**src/shared/sdiss_pkg.sv**
```systemverilog
// constants, types and reset values for the sdi output source select block
// assumes a single 20 MHz system clock shared by every user of this package
`default_nettype none

package sdiss_pkg;
    // ------------------------------------------------------------------
    // timing
    // ------------------------------------------------------------------
    localparam int unsigned CLK_PERIOD_NS = 50;
    localparam longint unsigned ONE_SECOND_NS = 64'h0000_0000_3b9a_ca00;
    // a second is a longest time here, so integer division rounds down
    localparam int unsigned SECOND_CYCLES =
        int'(ONE_SECOND_NS / longint'(CLK_PERIOD_NS));
    localparam int unsigned SEC_CNT_W = 25;

    // ------------------------------------------------------------------
    // source state, picture codes, status modes
    // ------------------------------------------------------------------
    typedef enum logic [1:0] {
        SDISS_PASS   = 2'h0,
        SDISS_GRAY   = 2'h1,
        SDISS_STORED = 2'h3
    } sdiss_state_e;

    localparam logic [1:0] PIC_PASS = 2'h0;
    localparam logic [1:0] PIC_GRAY = 2'h1;
    localparam logic [1:0] PIC_STORED = 2'h2;

    typedef enum logic [1:0] {
        STAT_DISABLED = 2'h0,
        STAT_ON_LOCK  = 2'h1,
        STAT_ON_LOSS  = 2'h2
    } sdiss_status_e;

    // ------------------------------------------------------------------
    // format code and overlay geometry
    // ------------------------------------------------------------------
    localparam int unsigned FMT_W = 4;
    localparam int unsigned FMT_1080_BIT = 3;
    localparam logic [10:0] BOX_SIZE = 11'h040;
    localparam logic [10:0] WIDTH_720 = 11'h500;
    localparam logic [10:0] HEIGHT_720 = 11'h2d0;
    localparam logic [10:0] WIDTH_1080 = 11'h780;
    localparam logic [10:0] HEIGHT_1080 = 11'h438;

    // ------------------------------------------------------------------
    // reset values
    // ------------------------------------------------------------------
    localparam logic [2:0] RST_HOLD = 3'h0;
    localparam logic [FMT_W-1:0] RST_FORMAT = 4'h0;
    localparam logic [10:0] RST_POS = 11'h000;
endpackage

`default_nettype wire

```
**src/hdl/sdiss_top.sv**
```systemverilog
// output source selection, gray hold sequencing, overlay and status output
// assumes validity and contact pins are asynchronous; format codes and
// frame_start come from logic on the same clock
`default_nettype none

module sdiss_top #(
    parameter int unsigned SECOND_CYCLES = sdiss_pkg::SECOND_CYCLES
) (
    // clock and reset
    input wire logic clock,
    input wire logic rst_n,
    // configuration settings
    input wire logic input_source_select,
    input wire logic format_locked,
    input wire logic [2:0] gray_hold_seconds,
    input wire logic overlay_on,
    input wire logic reference_only,
    input wire logic [1:0] status_mode,
    input wire logic contact_enable,
    // input side
    input wire logic coax_valid,
    input wire logic optical_valid,
    input wire logic [sdiss_pkg::FMT_W-1:0] coax_format,
    input wire logic [sdiss_pkg::FMT_W-1:0] optical_format,
    input wire logic contact_in,
    input wire logic frame_start,
    // output side
    output logic pass_through,
    output logic gen_active,
    output logic [1:0] picture_sel,
    output logic [sdiss_pkg::FMT_W-1:0] gen_format,
    output logic overlay_en,
    output logic [10:0] box_x,
    output logic [10:0] box_y,
    output logic status_out,
    output logic contact_level
);
    // ------------------------------------------------------------------
    // helpers
    // ------------------------------------------------------------------
    // travel limit of the box along one axis for the current format
    function automatic logic [10:0] span(input logic is1080,
                                         input logic horiz);
        logic [10:0] size;
        size = horiz ? (is1080 ? sdiss_pkg::WIDTH_1080 : sdiss_pkg::WIDTH_720)
                     : (is1080 ? sdiss_pkg::HEIGHT_1080
                               : sdiss_pkg::HEIGHT_720);
        return size - sdiss_pkg::BOX_SIZE;
    endfunction

    // one pixel step with a bounce at either end, returns {dir, pos}
    function automatic logic [11:0] bounce(input logic [10:0] pos,
                                           input logic dir,
                                           input logic [10:0] limit);
        logic [11:0] r;
        r = {dir, pos};
        if (dir) begin
            r = (pos >= limit) ? {1'b0, pos - 11'h001} : {1'b1, pos + 11'h001};
        end else begin
            r = (pos == 11'h000) ? {1'b1, pos + 11'h001}
                                 : {1'b0, pos - 11'h001};
        end
        return r;
    endfunction

    // ------------------------------------------------------------------
    // pin synchronisers: coax valid, optical valid, contact
    // ------------------------------------------------------------------
    logic [2:0] sync1_reg, sync2_reg, sync3_reg, stable_reg;
    logic [2:0] stable_next;

    // a bit only changes once the second and third stage agree
    always_comb begin
        stable_next = stable_reg;
        for (int i = 0; i < 3; i++) begin
            if (sync2_reg[i] == sync3_reg[i]) begin
                stable_next[i] = sync3_reg[i];
            end
        end
    end

    always_ff @(posedge clock or negedge rst_n) begin
        if (!rst_n) begin
            sync1_reg <= 3'h0;
            sync2_reg <= 3'h0;
            sync3_reg <= 3'h0;
            stable_reg <= 3'h0;
        end else begin
            sync1_reg <= {contact_in, optical_valid, coax_valid};
            sync2_reg <= sync1_reg;
            sync3_reg <= sync2_reg;
            stable_reg <= stable_next;
        end
    end

    // ------------------------------------------------------------------
    // settings, taken only at a frame boundary
    // ------------------------------------------------------------------
    logic in_sel_reg, locked_reg, ovl_on_reg, ref_only_reg, contact_en_reg;
    logic [2:0] hold_reg;
    logic [1:0] stat_mode_reg;
    logic in_sel_next, locked_next, ovl_on_next, ref_only_next;
    logic contact_en_next;
    logic [2:0] hold_next;
    logic [1:0] stat_mode_next;

    // switching mid-frame would tear the picture, so wait for the boundary
    always_comb begin
        in_sel_next = in_sel_reg;
        locked_next = locked_reg;
        ovl_on_next = ovl_on_reg;
        ref_only_next = ref_only_reg;
        contact_en_next = contact_en_reg;
        hold_next = hold_reg;
        stat_mode_next = stat_mode_reg;
        if (frame_start) begin
            in_sel_next = input_source_select;
            locked_next = format_locked;
            ovl_on_next = overlay_on;
            ref_only_next = reference_only;
            contact_en_next = contact_enable;
            hold_next = gray_hold_seconds;
            stat_mode_next = status_mode;
        end
    end

    always_ff @(posedge clock or negedge rst_n) begin
        if (!rst_n) begin
            in_sel_reg <= 1'b0;
            locked_reg <= 1'b0;
            ovl_on_reg <= 1'b0;
            ref_only_reg <= 1'b0;
            contact_en_reg <= 1'b0;
            hold_reg <= sdiss_pkg::RST_HOLD;
            stat_mode_reg <= sdiss_pkg::STAT_DISABLED;
        end else begin
            in_sel_reg <= in_sel_next;
            locked_reg <= locked_next;
            ovl_on_reg <= ovl_on_next;
            ref_only_reg <= ref_only_next;
            contact_en_reg <= contact_en_next;
            hold_reg <= hold_next;
            stat_mode_reg <= stat_mode_next;
        end
    end

    // the other connector is never looked at
    logic sel_valid;
    logic [sdiss_pkg::FMT_W-1:0] sel_format;
    assign sel_valid = in_sel_reg ? stable_reg[1] : stable_reg[0];
    assign sel_format = in_sel_reg ? optical_format : coax_format;

    // ------------------------------------------------------------------
    // source sequencing: pass, gray hold, stored image
    // ------------------------------------------------------------------
    sdiss_pkg::sdiss_state_e state_reg, state_next;
    logic [sdiss_pkg::SEC_CNT_W-1:0] tick_cnt_reg, tick_cnt_next;
    logic [2:0] sec_cnt_reg, sec_cnt_next;
    logic [1:0] pic_reg, pic_next;
    logic sec_tick;

    assign sec_tick =
        (tick_cnt_reg == sdiss_pkg::SEC_CNT_W'(SECOND_CYCLES - 1));

    always_comb begin
        state_next = state_reg;
        tick_cnt_next = '0;
        sec_cnt_next = 3'h0;
        case (state_reg)
            sdiss_pkg::SDISS_PASS: begin
                if (ref_only_reg) begin
                    state_next = sdiss_pkg::SDISS_STORED;
                end else if (!sel_valid) begin
                    state_next = (hold_reg == 3'h0) ?
                        sdiss_pkg::SDISS_STORED :
                        sdiss_pkg::SDISS_GRAY;
                end
            end
            sdiss_pkg::SDISS_GRAY: begin
                tick_cnt_next = sec_tick ? '0 : tick_cnt_reg + 1'b1;
                sec_cnt_next = sec_cnt_reg + {2'h0, sec_tick};
                if (sel_valid && !ref_only_reg) begin
                    state_next = sdiss_pkg::SDISS_PASS;
                end else if (sec_tick &&
                             (sec_cnt_reg + 3'h1 >= hold_reg)) begin
                    state_next = sdiss_pkg::SDISS_STORED;
                end
            end
            sdiss_pkg::SDISS_STORED: begin
                if (sel_valid && !ref_only_reg) begin
                    state_next = sdiss_pkg::SDISS_PASS;
                end
            end
            default: state_next = sdiss_pkg::SDISS_PASS;
        endcase
        case (state_next)
            sdiss_pkg::SDISS_PASS: pic_next = sdiss_pkg::PIC_PASS;
            sdiss_pkg::SDISS_GRAY: pic_next = sdiss_pkg::PIC_GRAY;
            default: pic_next = sdiss_pkg::PIC_STORED;
        endcase
    end

    // reset lands in pass, which falls to stored one cycle later, the reset hold being zero
    always_ff @(posedge clock or negedge rst_n) begin
        if (!rst_n) begin
            state_reg <= sdiss_pkg::SDISS_PASS;
            tick_cnt_reg <= '0;
            sec_cnt_reg <= 3'h0;
            pic_reg <= sdiss_pkg::PIC_PASS;
        end else begin
            state_reg <= state_next;
            tick_cnt_reg <= tick_cnt_next;
            sec_cnt_reg <= sec_cnt_next;
            pic_reg <= pic_next;
        end
    end

    // ------------------------------------------------------------------
    // generator format, status output, contact
    // ------------------------------------------------------------------
    logic [sdiss_pkg::FMT_W-1:0] fmt_reg, fmt_next;
    logic status_reg, status_next, contact_reg, contact_next;

    always_comb begin
        fmt_next = fmt_reg;
        if (!locked_reg && sel_valid) begin
            fmt_next = sel_format;
        end
        case (stat_mode_reg)
            sdiss_pkg::STAT_ON_LOCK: status_next = sel_valid;
            sdiss_pkg::STAT_ON_LOSS: status_next = !sel_valid;
            default: status_next = 1'b0;
        endcase
        // no contact function exists yet; when disabled it is masked
        contact_next = contact_en_reg & stable_reg[2];
    end

    always_ff @(posedge clock or negedge rst_n) begin
        if (!rst_n) begin
            fmt_reg <= sdiss_pkg::RST_FORMAT;
            status_reg <= 1'b0;
            contact_reg <= 1'b0;
        end else begin
            fmt_reg <= fmt_next;
            status_reg <= status_next;
            contact_reg <= contact_next;
        end
    end

    // ------------------------------------------------------------------
    // moving overlay box
    // ------------------------------------------------------------------
    logic [10:0] x_reg, y_reg, x_next, y_next;
    logic dx_reg, dy_reg, dx_next, dy_next, ovl_reg, ovl_next;
    logic is1080;
    assign is1080 = fmt_reg[sdiss_pkg::FMT_1080_BIT];

    // one pixel per frame keeps the motion slow but visibly live
    always_comb begin
        {dx_next, x_next} = {dx_reg, x_reg};
        {dy_next, y_next} = {dy_reg, y_reg};
        ovl_next = ovl_on_next && (state_next == sdiss_pkg::SDISS_STORED);
        if (frame_start && ovl_reg) begin
            {dx_next, x_next} = bounce(x_reg, dx_reg, span(is1080, 1'b1));
            {dy_next, y_next} = bounce(y_reg, dy_reg, span(is1080, 1'b0));
        end
    end

    always_ff @(posedge clock or negedge rst_n) begin
        if (!rst_n) begin
            x_reg <= sdiss_pkg::RST_POS;
            y_reg <= sdiss_pkg::RST_POS;
            dx_reg <= 1'b1;
            dy_reg <= 1'b1;
            ovl_reg <= 1'b0;
        end else begin
            x_reg <= x_next;
            y_reg <= y_next;
            dx_reg <= dx_next;
            dy_reg <= dy_next;
            ovl_reg <= ovl_next;
        end
    end

    // ------------------------------------------------------------------
    // outputs
    // ------------------------------------------------------------------
    assign pass_through = (pic_reg == sdiss_pkg::PIC_PASS);
    assign gen_active = !pass_through;
    assign picture_sel = pic_reg;
    assign gen_format = fmt_reg;
    assign overlay_en = ovl_reg;
    assign box_x = x_reg;
    assign box_y = y_reg;
    assign status_out = status_reg;
    assign contact_level = contact_reg;
endmodule

`default_nettype wire

```
**config.mk**
```make
export PLATFORM = sky130hd
export DESIGN_NAME = sdiss_top
export DESIGN_NICKNAME = d
export VERILOG_FILES = /design/src/shared/sdiss_pkg.sv /design/src/hdl/sdiss_top.sv
export SDC_FILE = /design/constraint.sdc
export NUM_CORES = 1
export LEC_CHECK = 0
export BUFFER_PORTS_ARGS = -buffer_cell sky130_fd_sc_hd__buf_2
export CORE_MARGIN = 1.5
export CORE_UTILIZATION = 41
export CTS_CLUSTER_SIZE = 28
export DETAILED_ROUTE_END_ITERATION = 8
export GPL_TIMING_DRIVEN = 0
export SKIP_CTS_REPAIR_TIMING = 1
export SYNTH_ARGS = -nofsm -noshare
export SYNTH_HDL_FRONTEND = slang
export SYNTH_SLANG_ARGS = --single-unit
```
**constraint.sdc**
```tcl
create_clock -name clock -period 4.2 [get_ports clock]
set_input_delay 1.26 -clock clock [delete_from_list [all_inputs] [get_ports clock]]
set_output_delay 1.26 -clock clock [all_outputs]
set_load 0.05 [all_outputs]
```
==> results.md <==
* Final setup fails at 0
* Vert. Die Dim at 108 um
* Final hold viol count at 0
* Routability cong. at 0.865
* 1st-iter DRT viols at 126
* Total wire length at 9870 um
* Worst-path clk slew at 0.10 ns
* Cell Pwr Density at 611 nW/um^2
* Largest family of logic cells by synthesized area: simple AND/OR/NAND/NOR gates
* Area share of fa/ha/maj cells after synthesis at 0.0616
* CP Cell Sequence: inv_1 > ha_1 > a21oi_1 > nand2_1 > nor3_1 > clkbuf_1 > a211o_1 > nand2_1
* Max Slew Vio Count at 0
* Leakage at 0.00240 uW
* Max-cap viol count at 0
* Die Wd at 108 um
* H-tree Lvls at 3
* Starting Density at 0.420
* DR DRC count at 0
* Most Crowded Layer GR: met2
* Die ar. at 11,700 um^2
* Mapped Area at 4550 um^2
* Commonest non-fill, non-tap cells in the layout: dfrtp_1 (83), buf_2 (60), nor2_1 (50)
* Crit path max fanout at 10
* GRT met1 Usage at 0.250
* Worst hold slack at 0.364 ns
* CP arrival at 2.89 ns
* Placed wire-length estimate at 7110 um
* Dominant synthesized flop cell: dfrtp_1
* VDD IR max at 482 uV
* Top achievable clock speed at 379 MHz
* Seq/Total Area, Yosys at 0.468
* Routed vias/inst at 5.37
* CTS Buffer Depth at 2
* Cells after Synth at 462
* CP startpoint: gen_format[3]
* Port buffer count at 55
* Period utilization at 0.629
* FF-to-FF Start: gen_format[3]
* RSZ-0062 raised after global routing: no
* Crit path launch type: flip-flop
* CTS root buf: clkbuf_8
* Most frequent CP cell: nand2_1
* Area growth, synth to finish at 14.9%
* Post-synth EDFFs at 0
* Fraction of registers with async set/reset at 1.00
* Number of global-route vias before repair at 3,588
* Syn Area/Cell at 9.85 um^2
* Worst Tran Pin Value at 0.741 ns
* Status: finished clean
* Period minus WS final at 2.64 ns
* Synthesized flop and latch total at 85
* CORE AREA at 10,800 um^2
* Worst setup EP type: flip-flop
* Fillcell total at 1,055
* Antenna cells at 0
* Grt ovf at 0
* Global-route wire length before repair at 17,100 um
* Design Area, Final at 5230 um^2
* Post-synthesis mux area share at 0.0308
* Most common cell after layout, fill and taps aside: dfrtp_1
* Num ports at 57
* Syn_nets at 506
* Total power at 3200 uW
* Routed via count at 3,618
* Xor/xnor share of the synthesized area at 0.0693
* Initial antenna violation count at 0
* Routed Antenna Nets at 0
* Layout cells sized above 1 at 0.193
* Yosys warns at 0
* Simple-gate share of the synthesized area at 0.237
* CP max stage cell: nor3_1
* Worst rel slew slack at 0.502
* TritonCTS Buffers at 9
* TritonCTS clock tree: yes
* Number of library cell types mapped by synthesis at 58
* Largest net degree at the start of global routing at 53
* Compound-Gate Fraction of Synth Area at 0.103
* Critical Path RT at 4.45 ns
* Drt wl/cell at 14.6 um
* Worst-Skew Late Latency at 0.36 ns
* Nets at 573
* Setup TNS at 0 ns
* Total track usage at 0.185
* Met3 Resource Use GR at 0.0416
* Placed cell areas at 5030 um^2
* Clock sink count at 85
* Row count at 38
* Met2 Use GR at 0.302
* Worst min path class: reg -> reg
* Worst Clk Skew at 0.0104 ns
* Hold_sp: sync1_reg[1]
* First-pass DRT Iterations at 4
* Max reg flops at 25
* CP Class: reg -> reg
* Max incr delay on CP at 0.63 ns
[cells in the mapped netlist (all sizes together), types with 2 or more instances]
master,instances,area share
or4b,2,0.0060
nor2,51,0.043
or4,3,0.0058
nor3b,3,0.0049
o21a,2,0.0033
o211ai,5,0.0082
o21ai,10,0.011
ha,20,0.055
maj3,3,0.0066
mux2i,5,0.011
nand2b,5,0.0069
and2,10,0.014
nand3,29,0.032
a21oi,17,0.019
a211o,4,0.0077
inv,18,0.015
buf,6,0.0066
or3,4,0.0058
or2,3,0.0041
a21o,2,0.0033
o31a,2,0.0038
clkbuf,11,0.0091
a31oi,4,0.0055
and4,3,0.0058
xnor2,12,0.023
mux2,8,0.020
and3,12,0.017
nand3b,3,0.0049
o32ai,2,0.0071
nand2,34,0.028
nor4,13,0.021
dfrtp,83,0.46
dfstp,2,0.012
nor4b,3,0.0091
nor3,13,0.014
nand4,9,0.012
xor2,24,0.046
o22ai,9,0.012
[worst max-delay path, delay by kind of cell, from the launching register on]
family,cells,cell delay [ns]
compound gates,2,0.36
buf+inv,2,0.63
simple gates,3,0.82
fa+ha+maj,1,0.23
flops,1,0.49
[stage by stage]
stage	utilization	std cells	setup slack [ns]
finish	0.483	674	1.56
global route	0.483	674	1.37
CTS	0.483	674	1.55
detailed placement	0.464	658	1.34
global placement	0.461	657	1.13
floorplan	-	462	1.54
[metal layers]
metal | share of wire | vias up
li1 | - | 1783
met1 | 0.45 | 1743
met2 | 0.49 | 84
met3 | 0.048 | 8
met4 | 0.0081 | 0
met5 | 0 | -
[cell families (layout without fill, tap and decap cells)]
kind of cell | count (synthesis) | after routing
and+or+nand+nor | 202 | 202
adders and majority gates | 23 | 23
buffers and inverters | 35 | 107
DFF | 85 | 85
muxes | 13 | 13
xor gates and xnor gates | 36 | 36
AOI/OAI and AO/OA | 68 | 68
[path summary, 6_finish.rpt]
check	end	slack [ns]	cells past startpoint
min in group asynchronous	box_x[8]	0.85	1
max in group asynchronous	overlay_en	2.73	2
min	sync2_reg[1]	0.36	0
min reg2reg	sync2_reg[1]	0.36	0
max reg2reg	box_y[7]	1.56	8
max	box_y[7]	1.56	8
[power by group]
part	switching (uW)	internal (uW)	leakage (uW)
clock network	341	235	0.0000985
registers	202	977	0.00108
logic	1020	425	0.00122
[layout make-up]
class | count | area (um^2) | area share
multi-input combinational | 342 | 2280 | 0.436
sequential | 85 | 2130 | 0.407
timing repair buffer | 56 | 305 | 0.0584
tap | 140 | 175 | 0.0335
clock buffer | 9 | 124 | 0.0237
clock inverter | 7 | 75.1 | 0.0144
buffer | 17 | 71.3 | 0.0136
inverter | 18 | 67.6 | 0.0129
No activity file was read; power rests on OpenSTA's default activity.
